### config.mk
export PLATFORM = sky130hd
export DESIGN_NAME = abs_position_tracker
export DESIGN_NICKNAME = d
export VERILOG_FILES = /design/src/shared/abs_pos_pkg.sv /design/src/verilog/pin_sync.sv /design/src/verilog/turn_tracker.sv /design/src/verilog/abs_position_tracker.sv
export SDC_FILE = /design/constraint.sdc
export NUM_CORES = 2
export LEC_CHECK = 0
export BUFFER_PORTS_ARGS = -buffer_cell sky130_fd_sc_hd__buf_2
export CAP_MARGIN = 20
export CORE_ASPECT_RATIO = 1.5
export CORE_MARGIN = 2
export CORE_UTILIZATION = 55
export CTS_CLUSTER_SIZE = 12
export DETAILED_ROUTE_END_ITERATION = 8
export PLACE_DENSITY = 0.83
export SLEW_MARGIN = 10
export SYNTH_ARGS = -nofsm -noshare
export SYNTH_HDL_FRONTEND = slang
export SYNTH_SLANG_ARGS = --single-unit
export TNS_END_PERCENT = 10
### constraint.sdc
create_clock -name ref_clk -period 9.6 [get_ports ref_clk]
set_clock_uncertainty 0.1 [all_clocks]
set_input_delay 0.48 -clock ref_clk [delete_from_list [all_inputs] [get_ports ref_clk]]
set_output_delay 0.48 -clock ref_clk [all_outputs]
set_load 0.05 [all_outputs]
### src/shared/abs_pos_pkg.sv
// shared constants of the absolute position tracker
package abs_pos_pkg;
  // register byte offsets
  localparam logic [5:0] OFS_FB_AFTER  = 6'h00;
  localparam logic [5:0] OFS_CTRL      = 6'h04;
  localparam logic [5:0] OFS_UPDATE    = 6'h08;
  localparam logic [5:0] OFS_TURN      = 6'h0c;
  localparam logic [5:0] OFS_INTURN    = 6'h10;
  localparam logic [5:0] OFS_STATUS    = 6'h14;
  localparam logic [5:0] OFS_IRQ_CLR   = 6'h18;
  localparam logic [5:0] OFS_IRQ_EN    = 6'h1c;
  localparam logic [5:0] OFS_ENC_STAT  = 6'h20;
  localparam logic [5:0] OFS_FB_BEFORE = 6'h24;
  localparam logic [5:0] OFS_GEAR      = 6'h28;
  localparam logic [5:0] OFS_POS_ERR   = 6'h2c;
  // control register fields
  localparam int CTRL_RES_LSB   = 0;
  localparam int CTRL_ABS_EN    = 2;
  localparam int CTRL_COORD_SET = 3;
  localparam int CTRL_HOME      = 4;
  localparam int CTRL_PARAM_MODE = 5;
  localparam int CTRL_MODE_LSB  = 6;
  localparam int CTRL_STROKELESS = 9;
  localparam int CTRL_ALM_CODE  = 10;
  localparam int CTRL_GEAR_CHG  = 11;
  // alarm / event bit positions
  localparam int ALM_OVERFLOW   = 0;
  localparam int ALM_COORD_LOST = 1;
  localparam int ALM_BAT_REPL   = 2;
  localparam int ALM_MISMATCH   = 3;
  localparam int EVT_UPD_DONE   = 4;
  localparam int NUM_EVT        = 5;
  // absolute update command values
  localparam logic [1:0] UPD_IDLE  = 2'h0;
  localparam logic [1:0] UPD_KEEP  = 2'h1;
  localparam logic [1:0] UPD_CLEAR = 2'h2;
  // turn range and per-turn resolutions (shift = log2 of pulses per turn)
  localparam logic signed [15:0] TURN_MAX = 16'sh7fff;
  localparam logic signed [15:0] TURN_MIN = 16'sh8000;
  localparam logic [4:0] SHIFT_RES0 = 5'h14;
  localparam logic [4:0] SHIFT_RES1 = 5'h16;
  localparam logic [4:0] SHIFT_RES2 = 5'h17;
  localparam logic [15:0] GEAR_RESET = 16'h8000;
  localparam int GEAR_FRAC = 15;
  // control modes
  localparam logic [2:0] MODE_POSITION = 3'h0;
endpackage : abs_pos_pkg

### src/verilog/pin_sync.sv
// three-stage pin synchroniser with agreement filter
`timescale 1ns/1ps
module pin_sync (
  input  wire logic ref_clk,  // system clock
  input  wire logic rst,      // synchronous reset
  input  wire logic pinIn,    // asynchronous pin
  output logic      levelOut  // filtered level
);
  logic s1_r;
  logic s2_r;
  logic s3_r;

  // s1 feeds only s2 so metastability never reaches logic
  always_ff @(posedge ref_clk) begin
    if (rst) begin
      s1_r     <= 1'b0;
      s2_r     <= 1'b0;
      s3_r     <= 1'b0;
      levelOut <= 1'b0;
    end else begin
      s1_r <= pinIn;
      s2_r <= s1_r;
      s3_r <= s2_r;
      if (s2_r == s3_r) begin
        levelOut <= s3_r;
      end
    end
  end
endmodule : pin_sync

### src/verilog/turn_tracker.sv
// multi-turn and in-turn pulse counter
`timescale 1ns/1ps
module turn_tracker (
  input  wire logic               ref_clk,   // system clock
  input  wire logic               clr,       // zero the coordinate (battery domain)
  input  wire logic               step,      // one feedback pulse
  input  wire logic               up,        // direction of the pulse
  input  wire logic [4:0]         shift,     // log2 of pulses per turn
  output logic signed [15:0]      turn,      // turn count
  output logic [22:0]             inTurn,    // pulse within turn
  output logic                    wrapPulse  // turn count left its range
);
  logic [22:0] topPulse;
  assign topPulse = 23'((24'h1 << shift) - 24'h1);

  // counters are deliberately untouched by the main reset: battery backed
  always_ff @(posedge ref_clk) begin
    wrapPulse <= 1'b0;
    if (clr) begin
      turn   <= '0;
      inTurn <= '0;
    end else if (step) begin
      if (up) begin
        if (inTurn >= topPulse) begin
          inTurn <= '0;
          turn   <= turn + 16'sh1;
          wrapPulse <= (turn == abs_pos_pkg::TURN_MAX);
        end else begin
          inTurn <= inTurn + 23'h1;
        end
      end else begin
        if (inTurn == 23'h0) begin
          inTurn <= topPulse;
          turn   <= turn - 16'sh1;
          wrapPulse <= (turn == abs_pos_pkg::TURN_MIN);
        end else begin
          inTurn <= inTurn - 23'h1;
        end
      end
    end
  end
endmodule : turn_tracker

### src/verilog/abs_position_tracker.sv
// absolute multi-turn position tracker with avalon register slave
`timescale 1ns/1ps
// How it works
// - signed turn count -32768..32767; leaving the range raises turn overflow alarm.
// - resolution select 0/1/2 gives 2^20, 2^22, 2^23 pulses per turn.
// - total position is turn times pulses per turn plus in-turn pulses.
// - absolute operation with incremental motor attached raises motor mismatch alarm.
// - before coordinates are first set, coordinate lost alarm stays up.
// - battery depletion destroying coordinates also raises coordinate lost alarm.
// - first power-up after battery change raises battery alarm; next power cycle clears.
// - coordinate set clears coordinate lost; homing in parameter mode marks coordinates lost.
// - after power returns turn and in-turn position are readable by the host.
// - feedback after gear at 0x00, before gear at 0x24, one 32-bit word each.
// - host write of update command refreshes encoder status and position.
// - update value 1 keeps position errors on read; value 2 clears them.
// - device returns update command to 0 when refresh is done.
// - position lost or turn overflow marks absolute position invalid.
// - absolute operation unsupported in non-position modes, strokeless, gear change, alarm code.
// - position store survives main power loss; only battery loss or coordinate set resets it.
// - at standstill small corrections happen; coordinate set clears position error.
// - absolute enable takes effect only after the next power cycle.
module abs_position_tracker (
  input  wire logic        ref_clk,          // 100 MHz clock
  input  wire logic        rst,              // main power reset, sync active high
  input  wire logic        batRst,           // battery domain reset, sync active high
  input  wire logic        encStepPin,       // encoder feedback pulse pin
  input  wire logic        encDirPin,        // encoder direction pin, high counts up
  input  wire logic        incrementalPin,   // high when an incremental motor is fitted
  input  wire logic        batDepletedPin,   // high when backup battery has collapsed
  input  wire logic        batReplacedPin,   // high when battery was just replaced
  input  wire logic [5:0]  avs_address,      // avalon byte address
  input  wire logic        avs_read,         // avalon read
  input  wire logic        avs_write,        // avalon write
  input  wire logic [31:0] avs_writedata,    // avalon write data
  input  wire logic [3:0]  avs_byteenable,   // avalon byte enables
  output logic [31:0]      avs_readdata,     // avalon read data
  output logic             avs_waitrequest,  // avalon wait request
  output logic             irq,              // level interrupt
  output logic             turnOverflowAlarm, // turn overflow alarm
  output logic             coordLostAlarm,   // coordinate lost alarm
  output logic             batReplacedAlarm, // battery replaced alarm
  output logic             mismatchAlarm,    // motor type mismatch alarm
  output logic             posValid          // absolute position is trustworthy
);
  typedef enum logic [1:0] {
    UPD_WAIT = 2'b00,
    UPD_SNAP = 2'b01,
    UPD_DONE = 2'b10
  } upd_state_e;
  localparam int NUM_EVT_W = abs_pos_pkg::NUM_EVT;

  logic                stepLvl;
  logic                dirLvl;
  logic                incLvl;
  logic                batDepLvl;
  logic                batRepLvl;
  logic                stepLvlD_r;
  logic                stepEvt;
  logic signed [15:0]  turn;
  logic [22:0]         inTurn;
  logic                wrapPulse;
  logic [31:0]         ctrl_r;
  logic                absEnReq_r;
  logic                absActive_r;
  logic                coordValid_r;
  logic                overflow_r;
  logic                batRepl_r;
  logic                rstD_r;
  logic [1:0]          updCmd_r;
  logic [1:0]          updMode_r;
  upd_state_e          updState_r;
  logic signed [15:0]  snapTurn_r;
  logic [22:0]         snapInTurn_r;
  logic [31:0]         snapBefore_r;
  logic [31:0]         snapAfter_r;
  logic [3:0]          snapStat_r;
  logic [15:0]         gear_r;
  logic [31:0]         posErr_r;
  logic [NUM_EVT_W-1:0] evtStat_r;
  logic [NUM_EVT_W-1:0] evtEn_r;
  logic [NUM_EVT_W-1:0] evtNow;
  logic [NUM_EVT_W-1:0] almD_r;
  logic                unsupported;
  logic [4:0]          shift;
  logic signed [47:0]  total;
  logic [47:0]         afterGear;
  logic                wrAcc;
  logic                rdAcc;
  logic                coordSetCmd;
  logic                homeCmd;
  logic                coordClr;
  logic                posRead;
  logic [31:0]         rdData;

  function automatic logic [4:0] resShift(input logic [1:0] sel);
    unique case (sel)
      2'h1:    resShift = abs_pos_pkg::SHIFT_RES1;
      2'h2:    resShift = abs_pos_pkg::SHIFT_RES2;
      default: resShift = abs_pos_pkg::SHIFT_RES0;
    endcase
  endfunction : resShift

  function automatic logic [31:0] mergeBytes(input logic [31:0] old, input logic [31:0] nw,
                                             input logic [3:0] be);
    for (int i = 0; i < 4; i++) begin
      old[i*8 +: 8] = be[i] ? nw[i*8 +: 8] : old[i*8 +: 8];
    end
    mergeBytes = old;
  endfunction : mergeBytes

  // pin inputs
  pin_sync u_syncStep (.ref_clk(ref_clk), .rst(rst), .pinIn(encStepPin),     .levelOut(stepLvl));
  pin_sync u_syncDir  (.ref_clk(ref_clk), .rst(rst), .pinIn(encDirPin),      .levelOut(dirLvl));
  pin_sync u_syncInc  (.ref_clk(ref_clk), .rst(rst), .pinIn(incrementalPin), .levelOut(incLvl));
  pin_sync u_syncDep  (.ref_clk(ref_clk), .rst(rst), .pinIn(batDepletedPin), .levelOut(batDepLvl));
  // battery reset only, so the pin level is already settled when the power reset lets go
  pin_sync u_syncRep  (.ref_clk(ref_clk), .rst(batRst), .pinIn(batReplacedPin), .levelOut(batRepLvl));

  always_ff @(posedge ref_clk) begin
    if (rst) begin
      stepLvlD_r <= 1'b0;
    end else begin
      stepLvlD_r <= stepLvl;
    end
  end
  assign stepEvt = stepLvl & ~stepLvlD_r;

  // bus access qualifiers: an access is taken on the edge where waitrequest is low
  assign wrAcc = avs_write & ~avs_waitrequest;
  assign rdAcc = avs_read & ~avs_waitrequest;
  assign coordSetCmd = wrAcc && avs_address == abs_pos_pkg::OFS_CTRL && avs_byteenable[0]
                       && avs_writedata[abs_pos_pkg::CTRL_COORD_SET];
  assign homeCmd = wrAcc && avs_address == abs_pos_pkg::OFS_CTRL && avs_byteenable[0]
                   && avs_writedata[abs_pos_pkg::CTRL_HOME] && ctrl_r[abs_pos_pkg::CTRL_PARAM_MODE];
  assign posRead = rdAcc && (avs_address == abs_pos_pkg::OFS_FB_AFTER
                             || avs_address == abs_pos_pkg::OFS_FB_BEFORE);
  // battery loss or coordinate set both restart the coordinate at zero
  assign coordClr = batRst | batDepLvl | coordSetCmd;

  assign shift = resShift(ctrl_r[abs_pos_pkg::CTRL_RES_LSB +: 2]);

  turn_tracker u_tracker (
    .ref_clk  (ref_clk),
    .clr      (coordClr),
    .step     (stepEvt),
    .up       (dirLvl),
    .shift    (shift),
    .turn     (turn),
    .inTurn   (inTurn),
    .wrapPulse(wrapPulse)
  );

  // pulses per turn is a power of two, so the product is a shift
  assign total = (48'(signed'(turn)) <<< shift) + 48'(inTurn);
  assign afterGear = 48'((64'(total) * 64'(gear_r)) >> abs_pos_pkg::GEAR_FRAC);

  assign unsupported = ctrl_r[abs_pos_pkg::CTRL_MODE_LSB +: 3] != abs_pos_pkg::MODE_POSITION
                       || ctrl_r[abs_pos_pkg::CTRL_STROKELESS]
                       || ctrl_r[abs_pos_pkg::CTRL_GEAR_CHG]
                       || ctrl_r[abs_pos_pkg::CTRL_ALM_CODE];

  // nonvolatile parameters live in the battery domain
  always_ff @(posedge ref_clk) begin
    if (batRst) begin
      absEnReq_r <= 1'b0;
    end else if (wrAcc && avs_address == abs_pos_pkg::OFS_CTRL && avs_byteenable[0]) begin
      absEnReq_r <= avs_writedata[abs_pos_pkg::CTRL_ABS_EN];
    end
  end

  // absolute mode follows the request only across a power cycle
  always_ff @(posedge ref_clk) begin
    rstD_r <= rst;
    if (rst) begin
      absActive_r <= 1'b0;
      batRepl_r   <= 1'b0;
    end else if (rstD_r) begin
      absActive_r <= absEnReq_r;
      batRepl_r   <= batRepLvl;
    end
  end

  always_ff @(posedge ref_clk) begin
    if (rst) begin
      ctrl_r <= '0;
      gear_r <= abs_pos_pkg::GEAR_RESET;
    end else if (wrAcc && avs_address == abs_pos_pkg::OFS_CTRL) begin
      ctrl_r <= mergeBytes(ctrl_r, avs_writedata, avs_byteenable)
                & ~(32'h1 << abs_pos_pkg::CTRL_COORD_SET) & ~(32'h1 << abs_pos_pkg::CTRL_HOME);
    end else if (wrAcc && avs_address == abs_pos_pkg::OFS_GEAR) begin
      gear_r <= 16'(mergeBytes({16'h0, gear_r}, avs_writedata, avs_byteenable));
    end
  end

  // coordinate validity is battery backed, so it survives main power loss
  always_ff @(posedge ref_clk) begin
    if (batRst || batDepLvl) begin
      coordValid_r <= 1'b0;
    end else if (homeCmd) begin
      coordValid_r <= 1'b0;
    end else if (coordSetCmd) begin
      coordValid_r <= 1'b1;
    end
  end

  always_ff @(posedge ref_clk) begin
    if (batRst) begin
      overflow_r <= 1'b0;
    end else if (coordSetCmd) begin
      overflow_r <= 1'b0;
    end else if (wrapPulse) begin
      overflow_r <= 1'b1;
    end
  end

  // position error: feedback pulses not yet acknowledged by the host
  always_ff @(posedge ref_clk) begin
    if (rst || coordSetCmd) begin
      posErr_r <= '0;
    end else if (posRead && updMode_r == abs_pos_pkg::UPD_CLEAR) begin
      posErr_r <= '0;
    end else if (stepEvt) begin
      posErr_r <= posErr_r + 32'h1;
    end
  end

  // alarm outputs, all from flops
  always_ff @(posedge ref_clk) begin
    if (rst) begin
      turnOverflowAlarm <= 1'b0;
      coordLostAlarm    <= 1'b0;
      batReplacedAlarm  <= 1'b0;
      mismatchAlarm     <= 1'b0;
      posValid          <= 1'b0;
    end else begin
      turnOverflowAlarm <= absActive_r & overflow_r;
      coordLostAlarm    <= absActive_r & ~coordValid_r;
      batReplacedAlarm  <= absActive_r & batRepl_r;
      mismatchAlarm     <= absActive_r & incLvl;
      posValid          <= absActive_r & coordValid_r & ~overflow_r & ~unsupported
                           & ~incLvl;
    end
  end

  // update command sequencer
  always_ff @(posedge ref_clk) begin
    if (rst) begin
      updState_r <= UPD_WAIT;
      updCmd_r   <= abs_pos_pkg::UPD_IDLE;
      updMode_r  <= abs_pos_pkg::UPD_KEEP;
    end else begin
      unique case (updState_r)
        UPD_WAIT: begin
          if (wrAcc && avs_address == abs_pos_pkg::OFS_UPDATE && avs_byteenable[0]
              && (avs_writedata[1:0] == abs_pos_pkg::UPD_KEEP
                  || avs_writedata[1:0] == abs_pos_pkg::UPD_CLEAR)) begin
            updCmd_r   <= avs_writedata[1:0];
            updMode_r  <= avs_writedata[1:0];
            updState_r <= UPD_SNAP;
          end
        end
        UPD_SNAP: updState_r <= UPD_DONE;
        UPD_DONE: begin
          updCmd_r   <= abs_pos_pkg::UPD_IDLE;
          updState_r <= UPD_WAIT;
        end
        default: updState_r <= UPD_WAIT;
      endcase
    end
  end

  // snapshot is what the host reads; it only moves on a refresh or a main reset
  always_ff @(posedge ref_clk) begin
    if (rst) begin
      snapTurn_r   <= '0;
      snapInTurn_r <= '0;
      snapBefore_r <= '0;
      snapAfter_r  <= '0;
      snapStat_r   <= '0;
    end else if (updState_r == UPD_SNAP) begin
      snapTurn_r   <= turn;
      snapInTurn_r <= inTurn;
      snapBefore_r <= total[31:0];
      snapAfter_r  <= afterGear[31:0];
      snapStat_r   <= {unsupported, ~coordValid_r, overflow_r, posValid};
    end
  end

  // interrupt events are rising edges of alarms plus refresh completion
  assign evtNow = {updState_r == UPD_DONE, mismatchAlarm, batReplacedAlarm, coordLostAlarm,
                   turnOverflowAlarm};

  always_ff @(posedge ref_clk) begin
    if (rst) begin
      almD_r    <= '0;
      evtStat_r <= '0;
      evtEn_r   <= '0;
      irq       <= 1'b0;
    end else begin
      almD_r <= evtNow;
      // a new event in the clearing cycle is kept: set wins
      evtStat_r <= (evtStat_r & ~((wrAcc && avs_address == abs_pos_pkg::OFS_IRQ_CLR)
                                  ? avs_writedata[NUM_EVT_W-1:0] : '0))
                   | (evtNow & ~almD_r);
      if (wrAcc && avs_address == abs_pos_pkg::OFS_IRQ_EN) begin
        evtEn_r <= avs_writedata[NUM_EVT_W-1:0];
      end
      irq <= |(evtStat_r & evtEn_r);
    end
  end

  always_comb begin
    rdData = '0;
    unique case (avs_address)
      abs_pos_pkg::OFS_FB_AFTER:  rdData = snapAfter_r;
      abs_pos_pkg::OFS_FB_BEFORE: rdData = snapBefore_r;
      abs_pos_pkg::OFS_CTRL:      rdData = ctrl_r | (32'(absEnReq_r) << abs_pos_pkg::CTRL_ABS_EN);
      abs_pos_pkg::OFS_UPDATE:    rdData = 32'(updCmd_r);
      abs_pos_pkg::OFS_TURN:      rdData = 32'(signed'(snapTurn_r));
      abs_pos_pkg::OFS_INTURN:    rdData = 32'(snapInTurn_r);
      abs_pos_pkg::OFS_STATUS:    rdData = 32'(evtStat_r);
      abs_pos_pkg::OFS_IRQ_EN:    rdData = 32'(evtEn_r);
      abs_pos_pkg::OFS_ENC_STAT:  rdData = {27'h0, absActive_r, snapStat_r};
      abs_pos_pkg::OFS_GEAR:      rdData = 32'(gear_r);
      abs_pos_pkg::OFS_POS_ERR:   rdData = posErr_r;
      default:                    rdData = '0;
    endcase
  end

  // one wait cycle per access; unmapped addresses answer zero and ignore writes
  always_ff @(posedge ref_clk) begin
    if (rst) begin
      avs_waitrequest <= 1'b1;
      avs_readdata    <= '0;
    end else begin
      avs_waitrequest <= ~((avs_read | avs_write) & avs_waitrequest);
      if (avs_read && avs_waitrequest) begin
        avs_readdata <= rdData;
      end
    end
  end
endmodule : abs_position_tracker

**Word level (Yosys, flattened, before mapping)**

Cells that the tools add are included.

- Bits in registers: 312
- Input bits: 52
- Memories kept: 0
- Latch bits: 0
- Output and inout port bits: 39
- Bits in writable memories: 0
- ROM bits: 0
- Logic and storage cells: 182

- Muxes and demuxes: 16
- Div/mod/pow operators: 0
- Shifts and indexed selects: 2
- $add $sub $neg: 7
- Eq/ne operators: 27
- $lt $le $gt $ge: 1
- Multipliers: 1
- Reductions and logical operators: 41
- Bitwise logic cells: 31

Operators by type and width:

| cell | number |
|---|---|
| case mux 32 bit (11 select lines) | 1 |
| two-way mux 23 bit | 3 |
| adder 48 x 23 -> 48 bit | 1 |
| multiplier 48 x 17 -> 47 bit | 1 |
| two-way mux 16 bit | 3 |
| <<< shifter 48 x 5 -> 48 bit | 1 |
| subtractor 23 x 1 -> 23 bit (second input constant) | 2 |
| adder 32 x 1 -> 32 bit (second input constant) | 1 |
| == test 16 bit (second input constant) | 2 |
| bitwise OR 32 x 3 -> 32 bit | 1 |
| == test 6 x 5 -> 1 bit (second input constant) | 4 |
| == test 6 bit (second input constant) | 4 |
| adder 23 x 1 -> 23 bit (second input constant) | 1 |
| greater-or-equal comparator 23 bit | 1 |
| zero test 23 bit | 1 |
| << shifter 1 x 5 -> 23 bit (first input constant) | 1 |
| adder 16 x 2 -> 16 bit (second input constant) | 1 |
| subtractor 16 x 2 -> 16 bit (second input constant) | 1 |
| bitwise AND 5 bit | 3 |
| logical AND 1 bit | 14 |
| bitwise AND 1 bit | 12 |
| == test 6 x 4 -> 1 bit (second input constant) | 2 |
| case mux 2 bit (2 select lines) | 3 |
| AND reduction 2 bit | 6 |
| 21 further kinds | 56 |

**Longest topological paths before layout**

- Depth in word-level cells: 7
- Gate-level depth with buffers: 41
- Depth with buffers taken out: 39

**Cells and area by module**

From an unflattened synthesis, not the netlist that was laid out.

- Cell total of the unflattened synthesis: 4,086
- Area total of the unflattened synthesis: 34,129.0 sq um

Modules (own cells, without submodules):

| module | area an instance (sq um) | cells an instance | sequential area each (sq um) | times used |
|---|---|---|---|---|
| abs_position_tracker | 28,851.4 | 3,388 | 4,644.5 | 1 |
| turn_tracker | 4,714.5 | 648 | 800.8 | 1 |
| pin_sync | 112.6 | 10 | 80.1 | 5 |

**Worst setup path before layout**

No wires, ideal clock.

- Path type: register -> register
- Start point: register ctrl_r[0]
- End point: register snapAfter_r[31]
- Period minus slack after synthesis: 9.361 ns
- Buffers on the path: 5
- Data required time: 9.367 ns
- Data arrival time: 9.128 ns
- Cell stages (with the launch flop): 38
- Slack: 0.239 ns
- Setup time: 0.133 ns
- Cells stage by stage: dfxtp_1 inv_1 ha_1 buf_2 buf_1 clkbuf_1 o21ai_0 ha_1 a21o_1 nand4b_1 clkbuf_1 o311ai_0 nand2_1 a31oi_1 clkbuf_1 nand2_1 fa_1 fa_1 (+2 left out) fa_1 fa_1 inv_1 fa_1 inv_1 ha_1 nand3_1 nor3_1 o21ai_0 o21ai_0 o21ba_2 o31a_1 or3_1 a31oi_1 and4_1 a2111oi_0 xnor3_1 a21oi_1

- Longest elaborated chain between the ends: 5
- Elaborated cells between the ends (all ways): 6
- Classes of those cells: add/sub: 1; mul: 1; eq/ne: 2; shift: 1; mux: 1

RTL lines:

| item | RTL line | RTL |
|---|---|---|
| from (decl) | abs_position_tracker.sv:62 | `logic [31:0] ctrl_r;` |
| from (signal assigned) | abs_position_tracker.sv:188 | `ctrl_r <= mergeBytes(ctrl_r, avs_writedata, avs_byteenable)` |
| == test 2 bit / == test 2 x 1 -> 1 bit (equally long branches) | abs_position_tracker.sv:96 | `unique case (sel)` |
| case mux 2 bit (2 select lines) * | abs_position_tracker.sv:96 |  |
| <<< shifter 48 x 5 -> 48 bit * | abs_position_tracker.sv:154 | `assign total = (48'(signed'(turn)) <<< shift) + 48'(inTurn);` |
| adder 48 x 23 -> 48 bit * | abs_position_tracker.sv:154 |  |
| multiplier 48 x 17 -> 47 bit * | abs_position_tracker.sv:155 | `assign afterGear = 48'((64'(total) * 64'(gear_r)) >> abs_pos_pkg::GEAR_FRAC);` |
| to (signal assigned) | abs_position_tracker.sv:284 | `snapAfter_r <= afterGear[31:0];` |
| to (decl) | abs_position_tracker.sv:75 | `logic [31:0] snapAfter_r;` |

Mark *: on every way between the ends. The rest lies on a longest branch, timed or not.
A chain may end at the register's enable or synchronous reset.

**Final worst setup path**

Ends and elaborated chain as after synthesis.

==> metrics.md <==
| Metric | Value |
|---|---|
| CP Depth | `37` |
| Top post-synthesis cells by count | `nand2_1, inv_1, fa_1` |
| R2R depth | `37` |
| Peak supply drop | `0.0001040 V` |
| GRT overflow | `0` |
| Initial antenna violation count | `1` |
| Syn_nets | `4633` |
| ANT nets after route | `0` |
| R2R Path End | `snapAfter_r[31]` |
| Vias | `27990` |
| Fmax | `0.1097 GHz` |
| Min Tclk post-route | `just over 9 ns` |
| Remaining DRCs | `0` |
| Die H | `~300 um` |
| Die area | `approximately 60000 sq um` |
| Delay-heaviest family, CP | `adder cells` |
| Total GRT Usage | `33.37%` |
| Port Buffer Count | `90` |
| Share of cells above drive strength 1 | `7.062%` |
| Hold crit path type | `in2reg` |
| Setup crit end kind | `register` |
| Core area | `between 50000 and 60000 sq um` |
| Clock Path Buffers | `3` |
| Placed cell areas | `33890 sq um` |
| Power Total | `2.545 mW` |
| Register clock-pin slew on the reported worst setup and hold paths | `0.06 ns` |
| Async S/R FF share, synth | `0%` |
| Vias in the first global route | `29150` |
| Status | `finished, final reports clean` |
| Num rows | `109` |
| Clock H-tree levels | `1` |
| First-pass DRT Iterations | `8` |
| Synth top area share | `31.41%` |
| Total Wirelength | `100400 um` |
| Area Overhead vs Synth | `6.698%` |
| Crit path to | `snapAfter_r[31]` |
| Crit Path Class | `reg2reg` |
| Wirelength per Cell | `21.42 um` |
| Reg2reg start | `ctrl_r[0]` |
| R2R setup slack | `0.48 ns` |
| Cell Area, Synth | `32760 sq um` |
| CP Launch Point | `ctrl_r[0]` |
| Avg Cell Area, Syn | `8.333 sq um` |
| Endpoints failing hold | `0` |
| Initial DRC Count | `2598` |
| Hold Path Depth | `3` |
| Crit-path slowest cell | `fa_1` |
| HPWL Detailed | `76440 um` |
| Hold WS | `between 0.01 and 0.015 ns` |
| Pins Over Slew Limit | `0` |
| Synth Register Bits | `just under 300` |
| Die width | `around 200 um` |
| Clock Sinks | `292` |
| Synth unique cells | `79` |
| Crit share post-route | `94.98%` |
| Cells after Synth | `3932` |
| Synth area leader | `fa_1` |
| Worst EP required | `9.98 ns` |
| Ys flop type | `dfxtp_1` |
| Most common cell in the netlist | `nand2_1` |
| CP Max Fanout | `16` |
| Post-synthesis sequential area ratio | `17.84%` |
| Vias per inst | `5.972` |
| Area contributors post-synth | `fa_1, dfxtp_1, nand2_1` |
| CTS tree | `built` |
| RD Place Congestion | `about 1` |
| Yosys warnings | `0` |
| Worst-Margin Slew | `~1.2 ns` |
| First-pass GRT wire length | `158900 um` |
| Final instance area | `34960 sq um` |
| I/O pin total | `91` |
| Largest net degree at the start of global routing | `83` |
| Worst rel slew slack | `22.20%` |
| Worst setup SP type | `register` |
| Setup violators final | `0` |
| Leakage | `15.27 nW` |
| CP Buf/Inv Count | `7` |
| Slowest stage delay, CP | `0.54 ns` |
| Initial Util | `a little under three fifths` |
| Total CTS buffers | `31` |
| Max Cap Viol | `0` |
| Clk Tree Root Cell | `clkbuf_16` |
| P per Cell Area | `72.80 nW/um^2` |
| Worst EP arrival | `9.50 ns` |
| Non-Filler Instances | `~4700` |
| Cells after DPL | `~4600` |
| Number of synthesized flops with an enable pin | `0` |
| Nets | `4595` |
| Worst skew pair latency | `0.63 ns` |
-- layer usage --
layer	part of all wire, %	vias up	global-route usage, %	wire length [um]
li1	-	12210	-	-
met1	34	13650	37.73	34150
met2	48	1611	56.70	48310
met3	9.0	521	5.789	9064
met4	8.8	0	24.82	8863
met5	0	-	0	0
-- layout by cell type (no fill, tap or decap), drive strengths merged, types with 35 or more instances in the layout --
| master | Yosys | layout |
|---|---|---|
| dfxtp | 292 | 292 |
| clkbuf | 238 | 38 |
| nand3 | 67 | 67 |
| xnor2 | 75 | 75 |
| nor2 | 199 | 199 |
| nand2 | 640 | 640 |
| and2 | 251 | 251 |
| a21oi | 267 | 267 |
| o21ai | 83 | 83 |
| inv | 627 | 629 |
| fa | 514 | 514 |
| mux2i | 35 | 35 |
| nor2b | 46 | 46 |
| buf | 14 | 177 |
| xor2 | 52 | 52 |
| ha | 135 | 135 |
-- worst register-to-register path: cells and delay by family, from the launching register on --
family          cells  cell delay (ns)
xor+xnor            1             0.37
mux                 1             0.36
fa+ha+maj           9             3.89
flops               1             0.32
compound gates     10             1.25
simple gates        9             2.11
buf+inv             7             0.58
-- state kept, by name, indices dropped and copies added, names as in the netlist, 2 cells and up --
signal,flops
updState_r,2
snapTurn_r,16
posErr_r,32
snapStat_r,4
evtStat_r,5
u_tracker.inTurn,23
gear_r,16
updCmd_r,2
almD_r,5
avs_readdata,32
snapBefore_r,12
snapInTurn_r,23
evtEn_r,5
updMode_r,2
u_tracker.turn,16
ctrl_r,30
snapAfter_r,32
-- power breakdown --
| group | switching [mW] | total (mW) | internal [mW] | leakage [nW] |
|---|---|---|---|---|
| Clock | 0.531 | 1.17 | 0.642 | 0.459 |
| Sequential | 0.00670 | 1.22 | 1.22 | 2.36 |
| Combinational | 0.104 | 0.147 | 0.0438 | 12.5 |
| Total | 0.641 | 2.54 | 1.90 | 15.3 |
-- cell families after synthesis --
logic type                 share of synthesized area [%]
and+or+nand+nor                                    19.77
buffers and inverters                              10.16
adders and majority gates                          36.56
AOI/OAI and AO/OA                                  10.41
DFF                                                17.84
xor gates and xnor gates                           3.464
muxes                                              1.791
-- timing repair --
action	in CTS	in global routing
hold buffers	4	0
setup buffers	0	2
hold endpoints to repair	4	0
gates resized for setup	0	14
setup endpoints to repair	0	6
-- cell type report --
| type | instances | area, sq um |
|---|---|---|
| Fill cell | 5021 | 23960 |
| Multi-Input combinational cell | 2760 | 23690 |
| Sequential cell | 292 | 5851 |
| Inverter | 628 | 2357 |
| Timing Repair Buffer | 181 | 1150 |
| Tap cell | 777 | 972.2 |
| Clock buffer | 38 | 842.1 |
| Clock inverter | 9 | 93.84 |
| Antenna cell | 2 | 5.005 |
-- how the worst min path moves through the flow --
stage,start,to,slack (ns)
floorplan,u_syncDep.s1_r,u_syncDep.s2_r,0.31
detailed placement,u_syncDep.s1_r,u_syncDep.s2_r,0.32
global route,avs_write,avs_waitrequest,0.02
global placement,u_syncDep.s1_r,u_syncDep.s2_r,0.32
CTS,avs_writedata[29],ctrl_r[29],0.006
finish,avs_writedata[27],ctrl_r[27],0.01
-- metrics by stage --
stage / util, % / setup TNS (ns) / setup slack, ns
5_1_grt: 59.33 / -0.04339 / -0.04339
6_report: 59.34 / 0 / 0.4823
4_1_cts: 59.18 / 0 / 0.2053
2_1_floorplan: - / 0 / 0.2390
3_3_place_gp: 57.52 / 0 / 0.4630
3_5_place_dp: 57.52 / 0 / 0.2411
No activity file was read; power rests on OpenSTA's default activity.
